`src/rtl/wccd_pkg.sv`:
```
package wccd_pkg;

	// ****************************************************************
	// instruction word layout
	// ****************************************************************
	localparam int INSTR_W = 14;
	localparam int DATA_W = 8;
	localparam int FADDR_W = 7;
	localparam int FADDR_LSB = 0;
	localparam int DEST_POS = 7;
	localparam int OPC_LSB = 8;
	localparam int OPC_W = 6;

	// ****************************************************************
	// opcodes
	// ****************************************************************
	localparam logic [13:0] OP_WATCHDOG_CLEAR = 14'h0064;
	localparam logic [5:0] OPC_FILE_INVERT = 6'h09;
	localparam logic [5:0] OPC_FILE_MINUS_ONE = 6'h03;
	localparam logic DEST_WORK = 1'h0;
	localparam logic DEST_FILE = 1'h1;

	// ****************************************************************
	// software register map
	// ****************************************************************
	localparam int RADDR_W = 4;
	localparam logic [3:0] REG_WD_CTRL = 4'h0;
	localparam logic [3:0] REG_CORE_STATUS = 4'h1;
	localparam logic [3:0] REG_WORK = 4'h2;
	localparam logic [3:0] REG_WD_COUNT = 4'h3;
	localparam int CTRL_EN_POS = 0;
	localparam int CTRL_TAP_LSB = 1;
	localparam int CTRL_TAP_W = 3;
	localparam int STAT_ZERO_POS = 0;
	localparam int STAT_PD_POS = 1;
	localparam int STAT_TO_POS = 2;

	// ****************************************************************
	// reset values
	// ****************************************************************
	localparam logic [7:0] RST_WORK = 8'h00;
	localparam logic RST_ZERO = 1'h0;
	localparam logic RST_TIMEOUT_N = 1'h1;
	localparam logic RST_POWERDOWN_N = 1'h1;
	localparam logic RST_WD_EN = 1'h1;
	localparam logic [2:0] RST_WD_TAP = 3'h0;

	// ****************************************************************
	// carriers
	// ****************************************************************
	typedef struct packed {
		logic valid;
		logic [13:0] word;
	} wccd_fetch_t;

	typedef struct packed {
		logic we;
		logic [6:0] addr;
		logic [7:0] data;
	} wccd_fwrite_t;

	typedef struct packed {
		logic timeout_flag_n;
		logic powerdown_flag_n;
		logic zero;
	} wccd_status_t;

endpackage

```
`src/rtl/wccd_core.sv`:
```
// Implementation choices: the strobed register port and the register addresses.
`timescale 1ns/1ps
`default_nettype none

//Operation
//- watchdog clear zeroes counter and prescaler, one cycle
//- watchdog clear sets timeout and powerdown flags
//- invert file register, destination W or file
//- decrement file register, one cycle, update zero
//- decrement result to W or back to file
//- seven-bit file address, destination bit above
module wccd_core #(
	parameter int WD_W = 8,
	parameter int PS_W = 8
)(
	// clock and reset
	input wire logic clk_sys,
	input wire logic rst,
	// fetch stage
	input wire wccd_pkg::wccd_fetch_t fetch,
	output logic instr_taken,
	// register file
	output logic [6:0] file_raddr,
	input wire logic [7:0] file_rdata,
	output wccd_pkg::wccd_fwrite_t file_wr,
	// core state
	output logic [7:0] work_reg,
	output wccd_pkg::wccd_status_t status,
	input wire logic sleep_entry,
	// watchdog
	output logic [WD_W-1:0] watchdog_counter,
	output logic [PS_W-1:0] watchdog_prescaler,
	output logic watchdog_timeout,
	// software register port
	input wire logic [3:0] reg_addr,
	input wire logic [7:0] reg_wdata,
	input wire logic reg_wr,
	input wire logic reg_rd,
	output logic [7:0] reg_rdata
);

	// ****************************************************************
	// parameter checks
	// ****************************************************************
	generate
		if (WD_W < 1 || WD_W > 16)
		begin : g_bad_wd
			$error("watchdog width out of range");
		end
		if (PS_W < 8 || PS_W > 16)
		begin : g_bad_ps
			$error("prescaler width must be 8 to 16");
		end
	endgenerate

	// ****************************************************************
	// decode
	// ****************************************************************
	logic [5:0] opc;
	logic dest_sel;
	logic is_wd_clear;
	logic is_invert;
	logic is_minus_one;
	logic is_file_op;
	logic [7:0] alu_res;
	logic alu_zero;

	assign opc = fetch.word[wccd_pkg::OPC_LSB +: wccd_pkg::OPC_W];
	assign dest_sel = fetch.word[wccd_pkg::DEST_POS];
	assign file_raddr = fetch.word[wccd_pkg::FADDR_LSB +: wccd_pkg::FADDR_W];
	assign is_wd_clear = fetch.valid && (fetch.word == wccd_pkg::OP_WATCHDOG_CLEAR);
	assign is_invert = fetch.valid && (opc == wccd_pkg::OPC_FILE_INVERT);
	assign is_minus_one = fetch.valid && (opc == wccd_pkg::OPC_FILE_MINUS_ONE);
	assign is_file_op = is_invert || is_minus_one;
	assign instr_taken = is_wd_clear || is_file_op;

	// ****************************************************************
	// datapath
	// ****************************************************************
	assign alu_res = is_invert ? ~file_rdata : file_rdata - 8'h01;

	assign alu_zero = (alu_res == 8'h00);

	// ****************************************************************
	// software control register
	// ****************************************************************
	logic wd_en_ff;
	logic [2:0] wd_tap_ff;
	logic sw_work_wr;

	assign sw_work_wr = reg_wr && (reg_addr == wccd_pkg::REG_WORK);

	always_ff @(posedge clk_sys or posedge rst)
	begin
		if (rst)
		begin
			wd_en_ff <= wccd_pkg::RST_WD_EN;
			wd_tap_ff <= wccd_pkg::RST_WD_TAP;
		end
		else if (reg_wr && reg_addr == wccd_pkg::REG_WD_CTRL)
		begin
			wd_en_ff <= reg_wdata[wccd_pkg::CTRL_EN_POS];
			wd_tap_ff <= reg_wdata[wccd_pkg::CTRL_TAP_LSB +: wccd_pkg::CTRL_TAP_W];
		end
	end

	// ****************************************************************
	// working register
	// ****************************************************************
	logic [7:0] work_ff;
	logic [7:0] nxt_work;

	// instruction result wins over a software write in the same cycle
	always_comb
	begin
		nxt_work = work_ff;
		if (sw_work_wr)
		begin
			nxt_work = reg_wdata;
		end
		if (is_file_op && dest_sel == wccd_pkg::DEST_WORK)
		begin
			nxt_work = alu_res;
		end
	end

	always_ff @(posedge clk_sys or posedge rst)
	begin
		if (rst)
		begin
			work_ff <= wccd_pkg::RST_WORK;
		end
		else
		begin
			work_ff <= nxt_work;
		end
	end

	assign work_reg = work_ff;

	// ****************************************************************
	// file write-back
	// ****************************************************************
	wccd_pkg::wccd_fwrite_t fwr_ff;

	always_ff @(posedge clk_sys or posedge rst)
	begin
		if (rst)
		begin
			fwr_ff <= '0;
		end
		else
		begin
			fwr_ff.we <= is_file_op && (dest_sel == wccd_pkg::DEST_FILE);
			fwr_ff.addr <= file_raddr;
			fwr_ff.data <= alu_res;
		end
	end

	assign file_wr = fwr_ff;

	// ****************************************************************
	// zero flag
	// ****************************************************************
	logic zero_ff;

	always_ff @(posedge clk_sys or posedge rst)
	begin
		if (rst)
		begin
			zero_ff <= wccd_pkg::RST_ZERO;
		end
		else if (is_file_op)
		begin
			zero_ff <= alu_zero;
		end
	end

	// ****************************************************************
	// watchdog prescaler and counter
	// ****************************************************************
	logic [PS_W-1:0] ps_ff;
	logic [WD_W-1:0] wd_ff;
	logic ps_tick;
	logic wd_wrap;
	logic timeout_pulse_ff;

	// prescaler tick when the selected tap bits are all ones
	assign ps_tick = &(ps_ff[7:0] | (8'hFE << wd_tap_ff));

	assign wd_wrap = wd_en_ff && ps_tick && (&wd_ff);

	always_ff @(posedge clk_sys or posedge rst)
	begin
		if (rst)
		begin
			ps_ff <= '0;
		end
		else if (is_wd_clear)
		begin
			ps_ff <= '0;
		end
		else if (wd_en_ff)
		begin
			ps_ff <= ps_ff + PS_W'(1);
		end
	end

	always_ff @(posedge clk_sys or posedge rst)
	begin
		if (rst)
		begin
			wd_ff <= '0;
		end
		else if (is_wd_clear)
		begin
			wd_ff <= '0;
		end
		else if (wd_en_ff && ps_tick)
		begin
			wd_ff <= wd_ff + WD_W'(1);
		end
	end

	always_ff @(posedge clk_sys or posedge rst)
	begin
		if (rst)
		begin
			timeout_pulse_ff <= 1'h0;
		end
		else
		begin
			timeout_pulse_ff <= wd_wrap && !is_wd_clear;
		end
	end

	assign watchdog_counter = wd_ff;
	assign watchdog_prescaler = ps_ff;
	assign watchdog_timeout = timeout_pulse_ff;

	// ****************************************************************
	// timeout and power-down flags
	// ****************************************************************
	logic to_n_ff;
	logic pd_n_ff;

	// the clear instruction restarts the counter, so it outranks a wrap
	always_ff @(posedge clk_sys or posedge rst)
	begin
		if (rst)
		begin
			to_n_ff <= wccd_pkg::RST_TIMEOUT_N;
		end
		else if (is_wd_clear)
		begin
			to_n_ff <= 1'h1;
		end
		else if (wd_wrap)
		begin
			to_n_ff <= 1'h0;
		end
	end

	always_ff @(posedge clk_sys or posedge rst)
	begin
		if (rst)
		begin
			pd_n_ff <= wccd_pkg::RST_POWERDOWN_N;
		end
		else if (is_wd_clear)
		begin
			pd_n_ff <= 1'h1;
		end
		else if (sleep_entry)
		begin
			pd_n_ff <= 1'h0;
		end
	end

	assign status.timeout_flag_n = to_n_ff;
	assign status.powerdown_flag_n = pd_n_ff;
	assign status.zero = zero_ff;

	// ****************************************************************
	// software read port
	// ****************************************************************
	logic [7:0] rdata_ff;
	logic [7:0] nxt_rdata;

	always_comb
	begin
		nxt_rdata = 8'h00;
		if (reg_rd)
		begin
			case (reg_addr)
				wccd_pkg::REG_WD_CTRL:
				begin
					nxt_rdata[wccd_pkg::CTRL_EN_POS] = wd_en_ff;
					nxt_rdata[wccd_pkg::CTRL_TAP_LSB +: wccd_pkg::CTRL_TAP_W] = wd_tap_ff;
				end
				wccd_pkg::REG_CORE_STATUS:
				begin
					nxt_rdata[wccd_pkg::STAT_ZERO_POS] = zero_ff;
					nxt_rdata[wccd_pkg::STAT_PD_POS] = pd_n_ff;
					nxt_rdata[wccd_pkg::STAT_TO_POS] = to_n_ff;
				end
				wccd_pkg::REG_WORK: nxt_rdata = work_ff;
				wccd_pkg::REG_WD_COUNT: nxt_rdata = 8'(wd_ff);
				default: nxt_rdata = 8'h00;
			endcase
		end
	end

	always_ff @(posedge clk_sys or posedge rst)
	begin
		if (rst)
		begin
			rdata_ff <= 8'h00;
		end
		else
		begin
			rdata_ff <= nxt_rdata;
		end
	end

	assign reg_rdata = rdata_ff;

endmodule

`default_nettype wire

```
`config.mk`:
```
export PLATFORM = sky130hd
export DESIGN_NAME = wccd_core
export DESIGN_NICKNAME = d
export VERILOG_FILES = /design/src/rtl/wccd_pkg.sv /design/src/rtl/wccd_core.sv
export SDC_FILE = /design/constraint.sdc
export NUM_CORES = 1
export LEC_CHECK = 0
export ABC_AREA = 1
export BUFFER_PORTS_ARGS = -buffer_cell sky130_fd_sc_hd__buf_2
export CAP_MARGIN = 20
export CORE_AREA = 2 2 77 79
export DETAILED_ROUTE_END_ITERATION = 6
export DIE_AREA = 0 0 79 81
export PLACE_DENSITY = 0.94
export SETUP_SLACK_MARGIN = 0.15
export SLEW_MARGIN = 10
export SYNTH_ARGS = -nofsm -noshare
export SYNTH_HDL_FRONTEND = slang
export SYNTH_SLANG_ARGS = --single-unit
```
`constraint.sdc`:
```
create_clock -name clk_sys -period 4.22 [get_ports clk_sys]
set_input_delay 0.422 -clock clk_sys [delete_from_list [all_inputs] [get_ports clk_sys]]
set_output_delay 0.422 -clock clk_sys [all_outputs]
set_load 0.01 [all_outputs]
```
==> results.md <==
* Status: completed
* Most common cell in the synthesized netlist: nand2_1
* Hold Path Class: input port to flip-flop
* Largest net degree at the start of global routing at 57
* Clock sinks at between 50 and 60
* Final ANT Viol Nets at 0
* CP Launch Type: input port
* Vias in the first global route at 2630
* Critical Path AT at 1520 ps
* F_max at 516 MHz
* Share of cells above drive strength 1 at 0.304
* Power Density at slightly below 400 nW/um^2
* Drt first pass iters at 4
* Combinational fraction of design power at 0.275
* Net Switching at between 0.0004 and 0.0005 W
* Cts repair resizes at 0
* Internal Power at ~0.0009 W
* Core box area at 5680 um^2
* Final period util at 0.459
* HPWL Detailed at roughly 5500 um
* Switching share of power at 0.350
* Synth Warn # at 0
* Root Driver: clkbuf_8
* Hold Fails Final Rpt at 0
* Cell variety after synth at 32
* Main flop type after synthesis: dfrtp_1
* Syn_area_per_cell at between 8 and 9 um^2
* Die Area at between 6000 and 7000 um^2
* Hold buffer count at CTS at 0
* Final clock skew at 7.79 ps
* Initial Util at 0.515
* FF+latch count, synth at between 50 and 60
* Worst-case clock buffer depth at 2
* Leak at 1.99 nW
* RSZ-0062 raised after global routing: false
* Global-route wire length before repair at around 11000 um
* Wire per inst at 13.4 um
* CTS tree: yes
* Antenna diodes at 0
* Iter 0 DRT Violations at ~200
* Tmin final at 1940 ps
* Die H at roughly 81 um
* Worst-margin pin slew at about 910 ps
* Area growth from synthesis to layout at 19.7%
* Initial antenna violation count at 0
* Avg Vias per Cell at 5.23
* Nets at slightly below 500
* Row count at 28
* Die width at about 79 um
* Insertion delay to the later sink of the worst-skew pair at around 320 ps
* Number of flops mapped to enable cells by yosys at 0
* Post-Syn Nets at approximately 400
* Synth top area cells: dfrtp_1 (45%), nand2_1 (9.2%), inv_1 (7.2%), nand3_1 (6.5%), nor2_1 (3.5%)
* Syn Inst Count at about 360
* Slew HR at 0.394
* Crit Path Class: input port to output pin
* Clock Power Share at 0.215
* Cell taking the most area after synthesis: dfrtp_1
* Mapped cell area at roughly 2900 um^2
* Req. time, crit path at around 3800 ps
* Ports at 100
* # setup viols final at 0
* Total CTS buffers at 5
* TNS Setup at 0 ps
* CP endpoint kind: output pin
* DRC at 0
* Flop pwr share at 0.511
* Max FO, Critical Path at 12
* Maximum vdd drop at 0.182 mV
* Total wire length at ~7000 um
* Postcts setup bufs at 0
* Port bufs at just under 100
* Fillers at about 520
* Remaining global-route overflow at 0
* GPL Wtd Cong at a little under 0.9
* Slew Limit Fails at 0
* Top cell type's share of synthesized area at 0.453
* All-Layer GR Usage at 0.230
* Vias at 2744
* Post-synthesis sequential area ratio at 0.480
* Post-layout util at 0.617
* Share of synthesized registers carrying an async set or reset at 1.00
* H-Tree Depth at 2
* Max-cap check violation count at 0
* Number of flip-flops under the largest register name at 16
* Worst-path clk slew at 100 ps
* Top cells by instance count after synthesis: nand2_1 (72), inv_1 (56), dfrtp_1 (53)
-- cell families after synthesis --
group                    share of synthesized area
buffers and inverters                        0.113
AND/OR/NAND/NOR                              0.278
multiplexers                               0.00385
AO/OA/AOI/OAI                               0.0873
adder cells (fa/ha/maj)                     0.0128
flip-flops                                   0.480
XOR/XNOR                                    0.0240
-- through the flow --
| step | power, W | hold WS, ps | cells | worst slack, ps | area [um^2] |
|---|---|---|---|---|---|
| floorplan | 0.000931 | 453 | 356 | 2430 | 2930 |
| global placement | 0.00107 | 489 | 517 | 2360 | 3410 |
| detailed placement | 0.00109 | 497 | 517 | 2310 | 3410 |
| CTS | 0.00139 | 221 | 525 | 2310 | 3500 |
| global route | 0.00147 | 221 | 525 | 2170 | 3500 |
| finish | 0.00138 | 233 | 525 | 2280 | 3500 |
-- final timing paths --
| path | slack [ps] | end | start | depth (start not counted) |
|---|---|---|---|---|
| setup / recovery | 2280 | instr_taken | fetch[13] | 7 |
| hold / removal | 230 | file_wr[11] | fetch[3] | 1 |
| setup reg to reg | 2560 | watchdog_counter[2] | wd_en_ff | 9 |
| hold reg to reg | 510 | to_n_ff | to_n_ff | 2 |
| max in group asynchronous | 3420 | reg_rdata[7] | rst | 2 |
| min in group asynchronous | 260 | watchdog_prescaler[4] | rst | 2 |
-- power by group through the flow --
stage | clock [W] | sequential [W] | combinational [W]
2_1_floorplan | 0 | 0.000731 | 0.000199
3_3_place_gp | 0 | 0.000710 | 0.000360
3_5_place_dp | 0 | 0.000713 | 0.000375
4_1_cts | 0.000302 | 0.000703 | 0.000380
5_1_grt | 0.000332 | 0.000714 | 0.000422
6_report | 0.000297 | 0.000705 | 0.000379
-- cell type report --
cell class	count	area, um^2	share of cell area
multi-input cells	226	1190	0.339
clock inverters	2	16.3	0.00464
well taps	75	93.8	0.0268
repair buffers	99	495	0.141
flip-flops and latches	56	1410	0.401
inverters	61	230	0.0657
clock buffers	6	72.6	0.0207
-- cell usage in the layout (no fill, tap or decap), types with 5 or more instances in the layout --
cell,instances
nand3b_1,6
buf_2,99
dfrtp_1,53
nor3_1,5
nand3_1,38
inv_1,55
nand4_1,9
o21ai_0,11
a21oi_1,13
inv_2,5
clkbuf_8,5
nand2_1,72
nor2_1,27
xor2_1,6
nand2_2,10
-- routing by layer --
metal | global-route usage | vias to the layer above | routed length, um
met4 | 0.0897 | 0 | 140
met5 | 0 | - | 0
met2 | 0.403 | 115 | 3520
met1 | 0.266 | 1286 | 2760
li1 | - | 1329 | -
met3 | 0.0689 | 14 | 621
-- critical path, cell delays in order --
cell,delay (ps)
buf_2,100
nor2_1,140
nand3_1,120
inv_1,70
nand3_1,340
nand2_1,170
buf_2,140
Power figures use the tool's default switching activity.
